<file path="src/pfp_map.vh">
// constants for the pulse fuse programmer
`ifndef PFP_MAP_VH
`define PFP_MAP_VH
`define PFP_CLK_MHZ 100
`define PFP_T_ACTIVE_US 40
`define PFP_T_LOW_US 40
`define PFP_T_BLOW_US 40
`define PFP_T_ACTIVE_CYC (`PFP_T_ACTIVE_US * `PFP_CLK_MHZ)
`define PFP_T_LOW_CYC (`PFP_T_LOW_US * `PFP_CLK_MHZ)
`define PFP_T_BLOW_CYC (`PFP_T_BLOW_US * `PFP_CLK_MHZ)
`define PFP_REG_CTRL 4'h0
`define PFP_REG_ARG 4'h1
`define PFP_REG_STAT 4'h2
`define PFP_CMD_TRY 3'h1
`define PFP_CMD_BLOW 3'h2
`define PFP_CMD_LOCK 3'h3
`define PFP_CMD_HOLD 3'h4
`define PFP_LOCK_KEY 2'h2
`define PFP_LOCK_CODE 8'h04
`define PFP_MAX_CODE 8'hff
`endif

</file>
<file path="src/pfp_ctrl.v">
// pulse sequencer driving low/mid/high levels onto the sensor output pin
`timescale 1ns/1ps
`include "pfp_map.vh"
// Overview of operation
// device starts in initial state, unblown bits zero; controller starts every job there.
// mid pulses in initial state are ignored; controller sends none there.
// one high pulse enters zone one, three high pulses enter zone two.
// mid pulses advance the key; zone one key1 gain, zone two key1 fine, key2 coarse.
// one high pulse after the key opens the selected bit field.
// skipping zone one selects nothing; mids ignored until zone two entered.
// each mid pulse in addressing increments the code, saturating at maximum.
// trial code stays held after drive is removed, so output can be measured.
// addressing ends only by power cycle or blowing; the model leaves gain addressing for zone two on a high pulse.
// a high blow pulse sets the bit; one bit per sequence, then power cycle.
// blown bits never revert; code is sum of blown bits until lock.
// zone one blow: key, code, two high pulses, then one blow pulse.
// zone two blow: key, code, then exactly one blow pulse.
// lock lives at zone two key two code four; blocks all later programming.
// lock: three high, two mid, one high, four mid, then one high blow.
// hold: after gain code, a high enters zone two, mid, high opens fine field.
// at most two parameters together, in different zones.
// unidirectional bit must be blown before hold mode trials; the controller starts a hold job without checking it.
// wait low gap time after each blown bit before removing power.
// order coarse, gain, fine; lock last. The controller enforces only lock last, by refusing jobs after the lock blow.
// gain and fine fields are eight-bit codes 0..255.
// coarse code one selects unidirectional quiescent level.
// each selection or addressing pulse lasts at least the active time.
// device decodes levels and acts when the pin returns low.
module pfp_ctrl #(
    parameter T_ACTIVE = `PFP_T_ACTIVE_CYC,
    parameter T_LOW = `PFP_T_LOW_CYC,
    parameter T_BLOW = `PFP_T_BLOW_CYC
) (
    // clock and reset
    input wire mclk,
    input wire rst_b,
    // register port
    input wire [3:0] reg_addr,
    input wire [31:0] reg_wdata,
    input wire reg_wr,
    input wire reg_rd,
    output reg [31:0] reg_rdata_q,
    // pin drive: level select for the programming supply
    output reg pin_mid_q,
    output reg pin_high_q,
    output reg power_on_q
);

    // sequencer states
    localparam S_IDLE = 6'h01;
    localparam S_PWR = 6'h02;
    localparam S_PULSE = 6'h04;
    localparam S_GAP = 6'h08;
    localparam S_HELD = 6'h10;
    localparam S_DONE = 6'h20;
    // pulse kinds in the script
    localparam P_NONE = 2'h0;
    localparam P_MID = 2'h1;
    localparam P_HIGH = 2'h2;
    localparam P_BLOW = 2'h3;

    reg [5:0] st_q;
    reg [2:0] cmd_q;
    reg [1:0] zone_q;
    reg [1:0] key_q;
    reg [7:0] code_q;
    reg [7:0] code2_q;
    reg [4:0] step_q;
    reg [9:0] mids_q;
    reg [1:0] kind_q;
    reg [31:0] tmr_q;
    reg busy_q;
    reg held_q;
    reg lock_sent_q;

    // script: which pulse to emit at step n, given the command
    function [1:0] script;
        input [2:0] cmd;
        input [1:0] zone;
        input [4:0] n;
        input [1:0] key;
        begin
            script = P_NONE;
            case (cmd)
                `PFP_CMD_TRY, `PFP_CMD_BLOW: begin
                    // zone entry, key, bit field open
                    if (zone == 2'h1) begin
                        case (n)
                            5'd0: script = P_HIGH;
                            5'd1: script = P_MID;
                            5'd2: script = P_HIGH;
                            5'd3: script = P_MID;
                            // two highs then a blow in zone one
                            5'd4: script = (cmd == `PFP_CMD_BLOW) ? P_HIGH : P_NONE;
                            5'd5: script = (cmd == `PFP_CMD_BLOW) ? P_HIGH : P_NONE;
                            5'd6: script = (cmd == `PFP_CMD_BLOW) ? P_BLOW : P_NONE;
                            default: script = P_NONE;
                        endcase
                    end else begin
                        case (n)
                            5'd0, 5'd1, 5'd2: script = P_HIGH;
                            5'd3: script = P_MID;
                            5'd4: script = (key == 2'h2) ? P_MID : P_HIGH;
                            5'd5: script = (key == 2'h2) ? P_HIGH : P_MID;
                            5'd6: script = (key == 2'h2) ? P_MID : ((cmd == `PFP_CMD_BLOW) ? P_BLOW : P_NONE);
                            // exactly one blow pulse
                            5'd7: script = (key == 2'h2 && cmd == `PFP_CMD_BLOW) ? P_BLOW : P_NONE;
                            default: script = P_NONE;
                        endcase
                    end
                end
                `PFP_CMD_LOCK: begin
                    // 3h 2m 1h 4m blow
                    case (n)
                        5'd0, 5'd1, 5'd2: script = P_HIGH;
                        5'd3, 5'd4: script = P_MID;
                        5'd5: script = P_HIGH;
                        5'd6: script = P_MID;
                        5'd7: script = P_BLOW;
                        default: script = P_NONE;
                    endcase
                end
                `PFP_CMD_HOLD: begin
                    // gain in zone one, then fine level in zone two
                    case (n)
                        5'd0: script = P_HIGH;
                        5'd1: script = P_MID;
                        5'd2: script = P_HIGH;
                        5'd3: script = P_MID;
                        5'd4: script = P_HIGH;
                        5'd5: script = P_MID;
                        5'd6: script = P_HIGH;
                        5'd7: script = P_MID;
                        default: script = P_NONE;
                    endcase
                end
                default: script = P_NONE;
            endcase
        end
    endfunction

    // mid pulses whose count is the code (code steps) vs single
    function [9:0] reps;
        input [2:0] cmd;
        input [1:0] zone;
        input [4:0] n;
        input [1:0] key;
        input [7:0] code;
        input [7:0] code2;
        begin
            reps = 10'h001;
            if (cmd == `PFP_CMD_LOCK && n == 5'd6)
                reps = {2'h0, `PFP_LOCK_CODE};
            else if (cmd == `PFP_CMD_HOLD && n == 5'd3)
                reps = {2'h0, code};
            else if (cmd == `PFP_CMD_HOLD && n == 5'd7)
                reps = {2'h0, code2};
            else if ((cmd == `PFP_CMD_TRY || cmd == `PFP_CMD_BLOW) &&
                ((zone == 2'h1 && n == 5'd3) || (zone == 2'h2 && key == 2'h1 && n == 5'd5) ||
                (zone == 2'h2 && key == 2'h2 && n == 5'd6)))
                reps = {2'h0, code};
        end
    endfunction

    wire [1:0] cur_kind = script(cmd_q, zone_q, step_q, key_q);
    wire [9:0] cur_reps = reps(cmd_q, zone_q, step_q, key_q, code_q, code2_q);
    // a job is refused after lock was sent, R14; command 0 starts no job
    wire start_ok = reg_wr && reg_addr == `PFP_REG_CTRL && !busy_q && !lock_sent_q &&
        reg_wdata[2:0] != 3'h0;

    // register writes and the pulse sequencer
    always @(posedge mclk or negedge rst_b) begin
        if (!rst_b) begin
            st_q <= S_IDLE;
            cmd_q <= 3'h0;
            zone_q <= 2'h1;
            key_q <= 2'h1;
            code_q <= 8'h00;
            code2_q <= 8'h00;
            step_q <= 5'd0;
            mids_q <= 10'h000;
            kind_q <= P_NONE;
            tmr_q <= 32'h0;
            busy_q <= 1'b0;
            held_q <= 1'b0;
            lock_sent_q <= 1'b0;
            pin_mid_q <= 1'b0;
            pin_high_q <= 1'b0;
            power_on_q <= 1'b0;
        end else begin
            if (reg_wr && reg_addr == `PFP_REG_ARG && !busy_q) begin
                zone_q <= reg_wdata[1:0];
                key_q <= reg_wdata[3:2];
                code_q <= reg_wdata[15:8];
                code2_q <= reg_wdata[23:16];
            end
            case (st_q)
                S_IDLE: begin
                    if (start_ok) begin
                        cmd_q <= reg_wdata[2:0];
                        busy_q <= 1'b1;
                        held_q <= 1'b0;
                        step_q <= 5'd0;
                        power_on_q <= 1'b1; // fresh power-up, initial state
                        tmr_q <= T_LOW;
                        st_q <= S_PWR;
                    end
                end
                S_PWR, S_GAP: begin
                    // pin low between pulses for the gap time
                    if (tmr_q != 32'h0) begin
                        tmr_q <= tmr_q - 32'h1;
                    end else if (mids_q != 10'h000) begin
                        mids_q <= mids_q - 10'h001;
                        pin_mid_q <= 1'b1;
                        tmr_q <= T_ACTIVE;
                        st_q <= S_PULSE;
                    end else if (cur_kind == P_NONE) begin
                        // drive removed, trial value held until power off
                        held_q <= (cmd_q != `PFP_CMD_BLOW && cmd_q != `PFP_CMD_LOCK);
                        st_q <= S_HELD;
                    end else begin
                        kind_q <= cur_kind;
                        if (cur_kind == P_MID) begin
                            mids_q <= cur_reps - 10'h001;
                            if (cur_reps == 10'h000) begin
                                mids_q <= 10'h000; // code 0: no wrap to a long mid train
                                step_q <= step_q + 5'd1;
                            end else begin
                                pin_mid_q <= 1'b1;
                                tmr_q <= T_ACTIVE;
                                st_q <= S_PULSE;
                                step_q <= step_q + 5'd1;
                            end
                        end else begin
                            pin_high_q <= 1'b1;
                            tmr_q <= (cur_kind == P_BLOW) ? T_BLOW : T_ACTIVE;
                            st_q <= S_PULSE;
                            step_q <= step_q + 5'd1;
                        end
                    end
                end
                S_PULSE: begin
                    if (tmr_q != 32'h0) begin
                        tmr_q <= tmr_q - 32'h1;
                    end else begin
                        pin_mid_q <= 1'b0;
                        pin_high_q <= 1'b0;
                        if (kind_q == P_BLOW && cmd_q == `PFP_CMD_LOCK)
                            lock_sent_q <= 1'b1;
                        tmr_q <= T_LOW; // gap also after a blow
                        st_q <= S_GAP;
                    end
                end
                S_HELD: begin
                    // software powers off before the next job
                    if (reg_wr && reg_addr == `PFP_REG_CTRL && reg_wdata[2:0] == 3'h0) begin
                        power_on_q <= 1'b0;
                        st_q <= S_DONE;
                        tmr_q <= T_LOW;
                    end
                end
                S_DONE: begin
                    if (tmr_q != 32'h0) begin
                        tmr_q <= tmr_q - 32'h1;
                    end else begin
                        busy_q <= 1'b0;
                        held_q <= 1'b0;
                        st_q <= S_IDLE;
                    end
                end
                default: st_q <= S_IDLE;
            endcase
        end
    end

    // read data one cycle after the strobe
    always @(posedge mclk or negedge rst_b) begin
        if (!rst_b) begin
            reg_rdata_q <= 32'h0;
        end else if (reg_rd) begin
            case (reg_addr)
                `PFP_REG_CTRL: reg_rdata_q <= {29'h0, cmd_q};
                `PFP_REG_ARG: reg_rdata_q <= {8'h0, code2_q, code_q, 4'h0, key_q, zone_q};
                `PFP_REG_STAT: reg_rdata_q <= {26'h0, st_q == S_HELD, lock_sent_q, held_q, power_on_q,
                    pin_high_q, busy_q};
                default: reg_rdata_q <= 32'h0;
            endcase
        end else begin
            reg_rdata_q <= 32'h0;
        end
    end
endmodule

</file>
<file path="config.mk">
export PLATFORM = sky130hd
export DESIGN_NAME = pfp_ctrl
export DESIGN_NICKNAME = d
export VERILOG_FILES = /design/src/pfp_ctrl.v
export VERILOG_INCLUDE_DIRS = /design/src
export SDC_FILE = /design/constraint.sdc
export NUM_CORES = 1
export LEC_CHECK = 0
export BUFFER_PORTS_ARGS = -buffer_cell sky130_fd_sc_hd__buf_2
export CAP_MARGIN = 20
export CORE_MARGIN = 10
export CORE_UTILIZATION = 40
export DETAILED_ROUTE_END_ITERATION = 10
export GPL_ROUTABILITY_DRIVEN = 0
export PLACE_DENSITY = 0.66
export SYNTH_ARGS = -nofsm -noshare
export SYNTH_HDL_FRONTEND = slang
export SYNTH_SLANG_ARGS = --single-unit
</file>
<file path="constraint.sdc">
create_clock -name mclk -period 9.6 [get_ports mclk]
set_input_delay 0.48 -clock mclk [delete_from_list [all_inputs] [get_ports mclk]]
set_output_delay 0.48 -clock mclk [all_outputs]
set_load 0.02 [all_outputs]
</file>
Word level (Yosys, flattened, before mapping):

Memories as Yosys holds them, arrays and structs flattened.
Index checks and enable logic that the tools add are counted.

* flip-flop bits (word level): 116
* memories kept: 2
* logic and storage cells: 196
* input port bits: 40
* memory bits (read-only): 32
* output and inout bits: 35

* bitwise gates (word level): 3
* add/sub/neg operators: 4
* reductions and logical operators: 58
* equal/unequal tests: 44
* muxes and demuxes: 68

Memories
* (name not given): depth 8, width 2, rd ports 1, clocked after Yosys merged registers in 0, wr ports 0, RTL line pfp_ctrl.v:114 `case (n)`
* (name not given): depth 8, width 2, rd ports 1, clocked after Yosys merged registers in 0, wr ports 0, RTL line pfp_ctrl.v:125 `case (n)`

Operators with widths (count)
* 32-bit two-way mux: 10
* 32-bit one-hot mux with 5 select lines: 1
* 24-bit one-hot mux with 3 select lines: 1
* 6-bit two-way mux: 9
* 10-bit two-way mux: 4
* 8-bit two-way mux: 4
* 32-bit nonzero test: 1
* 32-bit by 1-bit subtractor with 32-bit output, second input constant: 1
* 6-bit one-hot mux with 5 select lines: 1
* 6-bit AND reduction: 5
* 2-bit != test, second input constant: 11
* 5-bit by 3-bit == test with 1-bit output, second input constant: 4
* 5-bit two-way mux: 4
* 10-bit by 1-bit subtractor with 10-bit output, second input constant: 2
* 1-bit logical AND: 19
* 2-bit two-way mux: 9
* 1-bit two-way mux: 16
* 2-bit one-hot mux with 6 select lines: 1
* 5-bit by 2-bit == test with 1-bit output, second input constant: 2
* 10-bit zero test: 1
* 5-bit != test, second input constant: 2
* 5-bit one-hot mux with 2 select lines: 1
* 10-bit nonzero test: 1
* 2-bit nonzero test: 5
* other kinds (37): 62

Longest topological paths before layout:

Gate-level depths: netlist of the first run.

* depth in word-level cells: 17
* mapped depth: 16
* depth with buffers taken out: 13

Worst setup path after synthesis of the first run:

Ideal clock, no wire load.

* path kind: register -> register
* start: reg step_q[0]
* end: reg tmr_q[29]
* clock period less this slack: 3.400 ns
* slack: 6.200 ns
* library setup time: 0.077 ns
* cell stages (with the launch flop): 16
* path buffers: 2
* arrival: 3.323 ns
* required time: 9.523 ns
* path through: dfrtp_1 inv_1 ha_1 nand3b_1 a211o_1 o22ai_2 clkbuf_1 a22oi_1 ha_1 o21ai_0 a211oi_1 o2111ai_2 buf_4 nand4_2 or4_1 a21oi_1

* cells in the longest elaborated chain, start to end: 12
* elaborated cells on any way between the ends: 44
* those cells by class: 10 x eq/ne; 15 x mux; 17 x reduce/logical; 2 x memory

RTL lines
* start, declared: RTL line pfp_ctrl.v:68 `reg [4:0] step_q;`
* start signal, assigned: RTL line pfp_ctrl.v:228 `step_q <= step_q + 5'd1;`
* start signal, assigned: RTL line pfp_ctrl.v:233 `step_q <= step_q + 5'd1;`
* start signal, assigned: RTL line pfp_ctrl.v:239 `step_q <= step_q + 5'd1;`
* branches (longest 12 deep; another with 32-bit two-way mux)
* end signal, assigned: RTL line pfp_ctrl.v:237 `tmr_q <= (cur_kind == P_BLOW) ? T_BLOW : T_ACTIVE;`
* end signal, assigned: RTL line pfp_ctrl.v:245 `tmr_q <= tmr_q - 32'h1;`
* end signal, assigned: RTL line pfp_ctrl.v:265 `tmr_q <= tmr_q - 32'h1;`
* end, declared: RTL line pfp_ctrl.v:71 `reg [31:0] tmr_q;`

Parallel ways; which one is timed is not known. The select of a mux whose other input is x is not followed.
A chain may end at the register's enable or synchronous reset.

Final worst setup path of the first run:

* start: reg step_q[0]
* end: reg tmr_q[30]

The elaborated chain is that of the path after synthesis.

==> results by group, run 1 <==
Status
  – Status: completed

Clocking
  – Cells resized by post-CTS repair: 0
  – Level count of the clock H-tree: 3
  – CTS max path bufs: 2
  – Clock-pin slew reported for the worst setup and hold paths after clock tree synthesis: 0.07 ns
  – Inserted Clock Buffers: 9
  – Sink Count: around 110
  – Buffers inserted during post-CTS setup optimization: 0
  – Buffer type at the clock tree root: clkbuf_16
  – TritonCTS clock tree: built
  – Insertion delay of the later-clocked pin in the worst-skew pair: 0.36 ns
  – Quantity of hold-fixing buffers added after cts: 0

Logic synthesis
  – Post-synthesis average cell area: 9.86 um^2
  – Count of yosys warnings during synthesis: 0
  – Cell area after synthesis: 5950 um^2
  – Flops & latches, synth: 106
  – Share of synthesized area spent on multiplexers: 0.0645
  – Complex-gate fraction of the synthesized area: 0.173
  – Number of enable-type register cells in the synthesized netlist: 0
  – Async SR Flop Fraction: 1.00
  – Mapped Cells: 604
  – Top FF cell, synth: dfrtp_1
  – Sequential element share of the synthesized area: 0.446
  – Xor/xnor cell area share of the yosys netlist: 0.0191
  – Main combinational cell family by area after synthesis: simple AND/OR/NAND/NOR gates
  – Synthesized-area fraction occupied by adder cells: 0.0189
  – Area share of and/or/nand/nor cells after synthesis: 0.231
  – Library cells used by synthesis: 77

Timing
  – Tcrit/Tclk final: 0.496
  – Worst hold slack: 0.0767 ns
  – Worst Tran Pin Value: 0.930 ns
  – Number of hold-slack violations in the final timing report: 0
  – Setup repair after global routing missed its margin: false
  – Final max-slew violation count: 0
  – Worst setup skew after layout: 0.0110 ns
  – Clock period minus final worst setup slack: 4.76 ns
  – Total setup violations reported at the end of the flow: 0
  – Setup tns final: 0 ns
  – Achievable frequency: 210 MHz
  – Normalized max-slew margin: 0.378

Placement
  – DPL Wire Length: 10.1 mm
  – Number of buffer cells added on primary ports: 52

Power and ir drop
  – Sum of internal, switching and leakage power: roughly 0.0015 W
  – Leak pwr: 3.02 nW
  – Ratio of total power to cell area: 222 nW/um^2
  – Peak supply drop: 0.0867 mV

Layout
  – Leading cell types in the layout, fill and taps excluded: dfrtp_1 (103), buf_2 (51), nor2_1 (47)
  – NumNets Final: 695
  – Fraction of layout cells with a size suffix above 1: 0.207
  – Area added between synthesis and finish: 11.4%
  – Number of antenna cells inserted: 0
  – Final core utilization: 0.456
  – Most common cell after layout, fill and taps aside: dfrtp_1

Die
  – Die Width: 142 um
  – Floorplan core area: 14500 um^2
  – Die Height: 142 um
  – Num rows: 44
  – Initial core utilization: 0.410
  – I/O pins: 75
  – Die ar.: 20200 um^2

Routing
  – Number of vias per cell after detailed routing: 5.76
  – DRC errors left: 0
  – Per-cell routed wire length: between 15 and 20 um
  – DR iter-0 viols: 342
  – Vias after detailed routing: 4813
  – Total wirelength of the detailed-routed design: 13.8 mm
  – ANT nets after route: 0
  – First drt pass iteration count: 5

Setup path
  – Kind of end point of the critical path: flip-flop
  – Type of the worst setup path: flip-flop to flip-flop
  – Worst EP required: around 10 ns
  – Top fanout value on the critical path: 20
  – Arrival time at the worst endpoint: 5.05 ns
  – CP Launch Type: flip-flop

GRT
  – Largest net degree at the start of global routing: 68
  – Antenna violations before repair: 0
  – Number of global-route vias before repair: 4766
  – First-pass GRT wire length: 23.2 mm
  – Congestion Overflow GR: 0
  – Gr usage total: 0.137

Flow run
  – Max-capacitance violation count: 0

Hold path
  – Type of the worst min-delay path: primary input to asynchronous set/reset pin
[layout make-up]
| cell class | instances | area [um^2] |
|---|---|---|
| clock buffer | 10 | 239 |
| tap | 184 | 230 |
| fill | 1368 | 7900 |
| clock inverter | 6 | 72.6 |
| sequential | 106 | 2660 |
| inverter | 19 | 71.3 |
| timing repair buffer | 57 | 308 |
| multi-input combinational | 453 | 3050 |
[cell families (layout without fill, tap and decap cells)]
logic type                 Yosys count  after routing
AOI/OAI and AO/OA                  153            153
buffers and inverters               54             92
adders and majority gates            9              9
DFF                                106            106
xor gates and xnor gates            13             13
and+or+nand+nor                    233            233
other                                1             10
muxes                               35             35
[report_power, final]
part | internal [W] | total (W) | switching, W
sequential | 0.000524 | 0.000629 | 0.000106
clock | 0.000213 | 0.000385 | 0.000172
combinational | 0.000191 | 0.000458 | 0.000267
[state kept, by name, summed over array words and instances, names as in the netlist, 2 cells and up]
register / count
key_q: 2
zone_q: 2
code2_q: 8
reg_rdata_q: 22
mids_q: 10
step_q: 5
st_q: 6
tmr_q: 32
kind_q: 2
cmd_q: 3
code_q: 8
[stage by stage]
step / worst slack, ns / area, um^2 / cells
6_report: 4.84 / 6630 / 835
5_1_grt: 4.38 / 6630 / 835
4_1_cts: 4.86 / 6620 / 834
3_5_place_dp: 4.90 / 6300 / 818
3_3_place_gp: 4.97 / 6300 / 818
2_1_floorplan: 6.20 / 5990 / 613
[synth_stat cells, drive strengths merged, types with 5 or more instances]
cell | n | area (um^2)
a22oi | 5 | 37.5
dfrtp | 103 | 2580
ha | 9 | 113
nand4b | 6 | 52.6
o22ai | 5 | 37.5
and2 | 19 | 119
a21oi | 45 | 225
nand2b | 6 | 45.0
o21ai | 30 | 150
or2 | 10 | 62.6
clkbuf | 13 | 52.6
nor2 | 47 | 176
or4 | 18 | 144
nor3 | 16 | 91.3
buf | 22 | 154
xor2 | 9 | 78.8
a211oi | 5 | 37.5
inv | 19 | 71.3
or3 | 22 | 138
mux2i | 8 | 80.1
nor4 | 6 | 43.8
nand2 | 34 | 135
nand3 | 18 | 100
o31ai | 17 | 128
o41ai | 6 | 52.6
mux2 | 27 | 304
a22o | 5 | 43.8
nor2b | 9 | 56.3
[critical path: stages (launching register included)]
cell and delay, ns:
dfrtp_1 0.49, inv_1 0.18, ha_1 0.34, nand3b_1 0.15, a211o_1 0.32, o22ai_2 0.46
a22oi_1 0.15, ha_1 0.26, o21ai_0 0.15, a211oi_1 0.15, o2111ai_2 0.58, nand3_1 0.64
or4_1 0.66, a21oi_1 0.15
[per-layer routing]
layer / part of all wire / up-vias / track usage
li1: - / 2313 / -
met1: 0.45 / 2352 / 0.176
met2: 0.48 / 123 / 0.219
met3: 0.050 / 25 / 0.0327
met4: 0.016 / 0 / 0.0511
met5: 0 / - / 0
[final timing paths]
kind	startpoint	end	slack, ns	cells after the start
worst min-delay path	rst_b	cmd_q[0]	0.08	1
worst max-delay path	step_q[0]	tmr_q[30]	4.84	13
worst min register to register	kind_q[0]	kind_q[0]	0.51	2
min in group mclk	reg_wdata[22]	code2_q[6]	0.35	2
max in group asynchronous	rst_b	mids_q[7]	8.27	2
worst max register to register	step_q[0]	tmr_q[30]	4.84	13
Note: power is estimated with default switching activity, not from simulation.
==> inputs of run 2 (changes only) <==
--- a/config.mk
+++ b/config.mk
@@ -6,13 +6,14 @@
 export SDC_FILE = /design/constraint.sdc
 export NUM_CORES = 1
 export LEC_CHECK = 0
+export ABC_AREA = 1
 export BUFFER_PORTS_ARGS = -buffer_cell sky130_fd_sc_hd__buf_2
 export CAP_MARGIN = 20
 export CORE_MARGIN = 10
 export CORE_UTILIZATION = 40
 export DETAILED_ROUTE_END_ITERATION = 10
 export GPL_ROUTABILITY_DRIVEN = 0
-export PLACE_DENSITY = 0.66
+export PLACE_DENSITY = 0.65
 export SYNTH_ARGS = -nofsm -noshare
 export SYNTH_HDL_FRONTEND = slang
 export SYNTH_SLANG_ARGS = --single-unit
==> constraint.sdc (replaced) <==
create_clock -name mclk -period 4.45 [get_ports mclk]
set_input_delay 0.2225 -clock mclk [delete_from_list [all_inputs] [get_ports mclk]]
set_output_delay 0.2225 -clock mclk [all_outputs]
set_load 0.02 [all_outputs]
==> results by group, run 2 <==
Placement
  – Number of buffer cells added on primary ports: 52 (unchanged)
  – Dpl cell area: 7160 um^2 (was 6300 um^2)
  – DPL Wire Length: 12.2 mm (was 10.1 mm)

Clocking
  – Cells resized by post-CTS repair: 0 (unchanged)
  – Buffer type at the clock tree root: clkbuf_16 (unchanged)
  – CTS max path bufs: 2 (unchanged)
  – Level count of the clock H-tree: 3 (unchanged)
  – Insertion delay of the later-clocked pin in the worst-skew pair: 0.36 ns (about the same)
  – Quantity of hold-fixing buffers added after cts: 1 (was 0)
  – Buffers inserted during post-CTS setup optimization: 0 (unchanged)
  – Inserted Clock Buffers: 9 (unchanged)
  – Clock-pin slew reported for the worst setup and hold paths after clock tree synthesis: 0.08 ns (was 0.07 ns)
  – TritonCTS clock tree: built (unchanged)
  – Sink Count: 106 (unchanged)

GRT
  – Gr usage total: 0.154 (was 0.137)
  – Congestion Overflow GR: 0 (unchanged)
  – Largest net degree at the start of global routing: 63 (was 68)
  – First-pass GRT wire length: 28.7 mm (was 23.2 mm)
  – Number of global-route vias before repair: 6108 (was 4766)
  – Antenna violations before repair: 0 (unchanged)

Logic synthesis
  – Top FF cell, synth: dfrtp_1 (unchanged)
  – Async SR Flop Fraction: 1.00 (unchanged)
  – Area fraction of the dominant cell type after synthesis: 0.381 (was 0.433)
  – Most frequent cells after synthesis: nand2_1 (272), nor2_1 (135), dfrtp_1 (103) (was dfrtp_1 (103), nor2_1 (47), a21oi_1 (45))
  – Library cells used by synthesis: 48 (was 77)
  – Top area cells in the synthesized netlist: dfrtp_1 (38%), nand2_1 (15%), nor2_1 (7.5%), nand3_1 (6.4%), inv_1 (5.1%) (was dfrtp_1 (43%), mux2_2 (5.1%), a21oi_1 (3.8%), nor2_1 (3.0%), o21ai_0 (2.4%))
  – Sequential element share of the synthesized area: 0.393 (was 0.446)
  – Largest area contributor in the netlist: dfrtp_1 (unchanged)
  – Mapped Cells: 951 (was 604)
  – Flops & latches, synth: 106 (unchanged)
  – Most frequently used cell type in the post-synthesis netlist: nand2_1 (was dfrtp_1)
  – Post-synthesis average cell area: 7.11 um^2 (was 9.86 um^2)
  – Cell area after synthesis: 6760 um^2 (was 5950 um^2)
  – Count of yosys warnings during synthesis: 0 (unchanged)
  – Number of enable-type register cells in the synthesized netlist: 0 (unchanged)

Die
  – Die Width: 150 um (was 142 um)
  – Num rows: 47 (was 44)
  – I/O pins: 75 (unchanged)
  – Die ar.: 22500 um^2 (was 20200 um^2)
  – Die Height: 150 um (was 142 um)
  – Initial core utilization: 0.407 (was 0.410)
  – Floorplan core area: 16600 um^2 (was 14500 um^2)

Layout
  – Area added between synthesis and finish: 10.9% (was 11.4%)
  – Number of flip-flops in the largest register: 32 (unchanged)
  – Final core utilization: 0.452 (was 0.456)
  – Register with the highest flop count: tmr_q (unchanged)
  – Most common cell after layout, fill and taps aside: nand2_1 (was dfrtp_1)
  – Fraction of layout cells with a size suffix above 1: 0.124 (was 0.207)
  – NumNets Final: 1044 (was 695)
  – Final standard cell area without fillers: 7500 um^2 (was 6630 um^2)
  – Number of antenna cells inserted: 0 (unchanged)
  – Leading cell types in the layout, fill and taps excluded: nand2_1 (272), nor2_1 (135), dfrtp_1 (103) (was dfrtp_1 (103), buf_2 (51), nor2_1 (47))
  – Registers with the highest flip-flop counts: tmr_q: 32 flops, reg_rdata_q: 22 flops, mids_q: 10 flops (unchanged)

Timing
  – Setup tns final: 0 ns (unchanged)
  – Clock period minus final worst setup slack: 3.25 ns (was 4.76 ns)
  – Worst setup skew after layout: 0.0135 ns (was 0.0110 ns)
  – Worst Tran Pin Value: 0.824 ns (was 0.930 ns)
  – Achievable frequency: 307 MHz (was 210 MHz)
  – Worst hold slack: 0.0827 ns (was 0.0767 ns)
  – Setup repair after global routing missed its margin: false (unchanged)
  – Number of hold-slack violations in the final timing report: 0 (unchanged)
  – Final max-slew violation count: 0 (unchanged)
  – Normalized max-slew margin: 0.450 (was 0.378)
  – Tcrit/Tclk final: 0.731 (was 0.496)
  – Total setup violations reported at the end of the flow: 0 (unchanged)

Routing
  – Per-cell routed wire length: 13.6 um (was 16.5 um)
  – Vias after detailed routing: 6060 (was 4813)
  – Total wirelength of the detailed-routed design: 16.6 mm (was 13.8 mm)
  – DR iter-0 viols: 338 (was 342)
  – ANT nets after route: 0 (unchanged)
  – DRC errors left: 0 (unchanged)
  – Number of vias per cell after detailed routing: 4.97 (was 5.76)
  – First drt pass iteration count: 5 (unchanged)

Status
  – Status: completed (unchanged)

Setup path
  – Arrival time at the worst endpoint: 3.55 ns (was 5.05 ns)
  – Worst EP required: 4.74 ns (was 9.88 ns)
  – Top fanout value on the critical path: 33 (was 20)
  – Kind of end point of the critical path: flip-flop (unchanged)
  – Type of the worst setup path: flip-flop to flip-flop (unchanged)
  – CP Launch Type: flip-flop (unchanged)

Power and ir drop
  – Leak pwr: 3.97 nW (was 3.02 nW)
  – Peak supply drop: 0.227 mV (was 0.0867 mV)
  – Ratio of total power to cell area: 489 nW/um^2 (was 222 nW/um^2)

Hold path
  – Type of the worst min-delay path: primary input to flip-flop (was primary input to asynchronous set/reset pin)

Flow run
  – Max-capacitance violation count: 0 (unchanged)
-- run 2: path summary, 6_finish.rpt --
| path | cells after the start | start | slack, ns | endpoint |
|---|---|---|---|---|
| worst max-delay path | 18 | step_q[0] | 1.20 | tmr_q[20] |
| worst min-delay path | 2 | reg_wdata[12] | 0.08 | code_q[4] |
| worst max register to register | 18 | step_q[0] | 1.20 | tmr_q[20] |
| worst min register to register | 2 | kind_q[1] | 0.49 | kind_q[1] |
| max in group asynchronous | 3 | rst_b | 2.87 | reg_rdata_q[19] |
| min in group asynchronous | 2 | rst_b | 0.50 | tmr_q[2] |
-- run 2: worst max-delay path, cell delays in order (launching register included) --
cell and delay (ns):
dfrtp_1 0.47, inv_1 0.16, ha_1 0.24, nand2_1 0.07, inv_1 0.07, nand3_1 0.08, o21ai_1 0.06, nand2_1 0.12
nand2_2 0.19, a21oi_1 0.29, ha_1 0.28, nand3_2 0.12, nor2_4 0.15, nand2_1 0.08, nand2_2 0.08, nand2_4 0.24
nand2_8 0.30, nand2_1 0.08, nand2_1 0.07
-- run 2: cells by family (layout without fill, tap and decap cells) --
| logic type | after synthesis | in the layout | synth area share |
|---|---|---|---|
| AOI/OAI and AO/OA | 97 | 97 | 0.0835 |
| xor gates and xnor gates | 34 | 34 | 0.0441 |
| adders and majority gates | 9 | 9 | 0.0167 |
| buffers and inverters | 132 | 172 | 0.0859 |
| DFF | 106 | 106 | 0.393 |
| muxes | 9 | 9 | 0.0150 |
| other | 1 | 10 | 0.000555 |
| and+or+nand+nor | 563 | 563 | 0.361 |
-- run 2: power by group --
group          internal [W]  leakage (nW)  switching, W
clock network      0.000414         0.150      0.000411
registers           0.00115          1.39      0.000157
logic              0.000478          2.44       0.00105
total               0.00205          3.97       0.00162
-- run 2: area by class of cell --
| class | count | area [um^2] |
|---|---|---|
| Clock buffer | 10 | 239 |
| Timing Repair Buffer | 60 | 345 |
| Tap cell | 220 | 275 |
| Fill cell | 1703 | 9090 |
| Sequential cell | 106 | 2660 |
| Clock inverter | 6 | 65.1 |
| Multi-Input combinational cell | 722 | 3550 |
| Inverter | 96 | 362 |
-- run 2: through the flow --
stage          power [W]  instances  setup slack (ns)
2_1_floorplan    0.00253        960              1.88
3_3_place_gp     0.00283       1202              1.25
3_5_place_dp     0.00285       1202              1.21
4_1_cts          0.00369       1219              1.18
5_1_grt          0.00396       1220             0.784
6_report         0.00367       1220              1.20
-- run 2: metal layers --
layer	share of wire	GRT usage	up-vias
li1	-	-	3104
met4	0.011	0.0389	0
met1	0.47	0.198	2802
met2	0.46	0.246	141
met3	0.059	0.0456	13
met5	0	0	-
==> inputs of run 3 (changes only) <==
==> constraint.sdc (replaced) <==
create_clock -name mclk -period 3.1 [get_ports mclk]
set_input_delay 0.155 -clock mclk [delete_from_list [all_inputs] [get_ports mclk]]
set_output_delay 0.155 -clock mclk [all_outputs]
set_load 0.02 [all_outputs]
==> results by group, run 3 (same netlist as run 2, synthesis figures left out) <==
Status
  – Status: completed (unchanged)

Die
  – Die Width: 150 um (unchanged)
  – Die ar.: 22500 um^2 (unchanged)
  – I/O pins: 75 (unchanged)
  – Die Height: 150 um (unchanged)
  – Floorplan core area: 16600 um^2 (unchanged)
  – Initial core utilization: 0.407 (unchanged)
  – Num rows: 47 (unchanged)

Power and ir drop
  – Internal cell power: 0.00297 W (was 0.00205 W)
  – Peak supply drop: 0.340 mV (was 0.227 mV)
  – Fraction of power consumed by combinational cells: 0.429 (was 0.417)
  – Ratio of total power to cell area: 702 nW/um^2 (was 489 nW/um^2)
  – Net Sw Frac: 0.444 (was 0.442)
  – Power share of the clock group: 0.220 (was 0.225)
  – Proportion of power drawn by flip-flops and latches: 0.352 (was 0.358)
  – Switching power: 0.00238 W (was 0.00162 W)
  – Leak pwr: 4.03 nW (was 3.97 nW)

Setup path
  – Crit path largest cell delay: 0.67 ns (was 0.47 ns)
  – Worst EP required: 3.39 ns (was 4.74 ns)
  – Number of cells on the worst reg-to-reg path: 12 (was 18)
  – Beginning of the critical path: mids_q[0] (was step_q[0])
  – Cell type of the slowest stage on the worst timing path: nor3_2 (was dfrtp_1)
  – List of cells traversed by the critical path: inv_1, ha_1, inv_1, nor3_2, nand3_1, inv_1, nand3_1, nor3_2, nand2_8, nand2_4, nand2_1, nand2_1 (was inv_1, ha_1, nand2_1, inv_1, nand3_1, o21ai_1, nand2_1, nand2_2, a21oi_1, ha_1, nand3_2, nor2_4, nand2_1, nand2_2, nand2_4, nand2_8, nand2_1, nand2_1)
  – CP Launch Type: flip-flop (unchanged)
  – Most used cell along the critical path: inv_1 (was nand2_1)
  – Kind of end point of the critical path: flip-flop (unchanged)
  – Beginning of the worst register-to-register path: mids_q[0] (was step_q[0])
  – Capturing element of the worst setup path: tmr_q[22] (was tmr_q[20])
  – Worst r2r dst: tmr_q[22] (was tmr_q[20])
  – Register-to-Register Setup Slack: 0.26 ns (was 1.20 ns)
  – Type of the worst setup path: flip-flop to flip-flop (unchanged)
  – Arrival time at the worst endpoint: 3.13 ns (was 3.55 ns)
  – Top fanout value on the critical path: 16 (was 33)

Layout
  – Area added between synthesis and finish: 12.9% (was 10.9%)
  – Register with the highest flop count: tmr_q (unchanged)
  – NumNets Final: 1058 (was 1044)
  – Most common cell after layout, fill and taps aside: nand2_1 (unchanged)
  – Final instance count without filler cells: 1234 (was 1220)
  – Number of antenna cells inserted: 0 (unchanged)
  – Fraction of layout cells with a size suffix above 1: 0.140 (was 0.124)
  – Registers with the highest flip-flop counts: tmr_q: 32 flops, reg_rdata_q: 22 flops, mids_q: 10 flops (unchanged)
  – Number of flip-flops in the largest register: 32 (unchanged)
  – Final standard cell area without fillers: 7630 um^2 (was 7500 um^2)
  – Leading cell types in the layout, fill and taps excluded: nand2_1 (272), nor2_1 (135), dfrtp_1 (101) (was nand2_1 (272), nor2_1 (135), dfrtp_1 (103))

Routing
  – Per-cell routed wire length: 14.0 um (was 13.6 um)
  – DR iter-0 viols: 401 (was 338)
  – First drt pass iteration count: 5 (unchanged)
  – Number of vias per cell after detailed routing: 4.99 (was 4.97)
  – ANT nets after route: 0 (unchanged)
  – Total wirelength of the detailed-routed design: 17.3 mm (was 16.6 mm)
  – DRC errors left: 0 (unchanged)
  – Vias after detailed routing: 6160 (was 6060)

Clocking
  – Sink Count: 106 (unchanged)
  – Insertion delay of the later-clocked pin in the worst-skew pair: 0.36 ns (about the same)
  – Clock-pin slew reported for the worst setup and hold paths after clock tree synthesis: 0.08 ns (about the same)
  – Buffer type at the clock tree root: clkbuf_16 (unchanged)
  – Inserted Clock Buffers: 9 (unchanged)
  – CTS max path bufs: 2 (unchanged)
  – Level count of the clock H-tree: 3 (unchanged)
  – TritonCTS clock tree: built (unchanged)

Placement
  – Worst Setup Slack post-DPL: 0.188 ns (was 1.21 ns)
  – DPL Wire Length: 12.6 mm (was 12.2 mm)
  – Dpl cell area: 7250 um^2 (was 7160 um^2)
  – Number of buffer cells added on primary ports: 52 (unchanged)
  – Number of placed instances with taps included: 1214 (was 1202)

Timing
  – Setup repair after global routing missed its margin: false (unchanged)
  – Achievable frequency: 352 MHz (was 307 MHz)
  – Worst setup skew after layout: 0.0141 ns (was 0.0135 ns)
  – Number of hold-slack violations in the final timing report: 0 (unchanged)
  – Normalized max-slew margin: 0.283 (was 0.450)
  – Worst hold slack: 0.0204 ns (was 0.0827 ns)
  – Worst-case setup margin in the final layout: 0.259 ns (was 1.20 ns)
  – Tcrit/Tclk final: 0.916 (was 0.731)
  – Final max-slew violation count: 0 (unchanged)
  – Total setup violations reported at the end of the flow: 0 (unchanged)
  – Setup tns final: 0 ns (unchanged)
  – Worst Tran Pin Value: 1.08 ns (was 0.824 ns)
  – Clock period minus final worst setup slack: 2.84 ns (was 3.25 ns)

Hold path
  – Type of the worst min-delay path: primary input to flip-flop (unchanged)
  – Startpoint of the lowest-slack hold path: reg_wdata[15] (was reg_wdata[12])

GRT
  – Gr usage total: 0.156 (was 0.154)
  – First-pass GRT wire length: 29.1 mm (was 28.7 mm)
  – Antenna violations before repair: 0 (unchanged)
  – Largest net degree at the start of global routing: 55 (was 63)
  – Congestion Overflow GR: 0 (unchanged)
  – Number of global-route vias before repair: 6035 (was 6108)

Flow run
  – Max-capacitance violation count: 0 (unchanged)
## run 3: changes by cell type in the layout (fill, tap and decap cells not counted), sizes merged
cell / delta
buf: +12
nand2: +2
## run 3: final cells by class
type / instances / area [um^2]
fill: 1745 / 8950
multi-input combinational: 724 / 3600
sequential: 106 / 2660
timing repair buffer: 72 / 428
inverter: 96 / 362
tap: 220 / 275
clock buffer: 10 / 239
clock inverter: 6 / 65.1
## run 3: critical path: cells and delay by family, from the launching register on
family	cells	cell delay (ns)
adder cells (fa/ha/maj)	1	0.20
buffers and inverters	3	0.26
flip-flops	1	0.40
AND/OR/NAND/NOR	8	1.91
## run 3: how the worst min path moves through the flow
stage,end,slack [ns],cells after the start
after floorplan,busy_q,-0.14,0
after global placement,tmr_q[26],0.26,1
after detailed placement,tmr_q[25],0.27,1
after CTS,code_q[7],0.01,2
after global routing,code_q[5],0.03,2
final,code_q[7],0.02,2
## run 3: through the flow
step | power, W | util
global placement | 0.00408 | 0.437
CTS | 0.00531 | 0.456
global route | 0.00579 | 0.460
floorplan | 0.00364 | -
finish | 0.00535 | 0.460
detailed placement | 0.00412 | 0.437
## run 3: power groups by stage
stage / clock network [W] / logic, W / registers (W)
after detailed placement: 0 / 0.00221 / 0.00191
after global placement: 0 / 0.00217 / 0.00190
after CTS: 0.00121 / 0.00221 / 0.00188
after floorplan: 0 / 0.00176 / 0.00188
after global routing: 0.00126 / 0.00261 / 0.00192
final: 0.00118 / 0.00230 / 0.00188
## run 3: per-layer routing
layer	global-route usage	wire, um
met1	0.200	8130
met2	0.252	7830
met3	0.0459	1160
met4	0.0345	188
met5	0	0
## run 3: repair_timing
action,in CTS,in global routing
gates resized for setup,0,10
hold endpoints to repair,49,0
setup endpoints to repair,0,32
buffers inserted,0,1
hold buffers,1,0
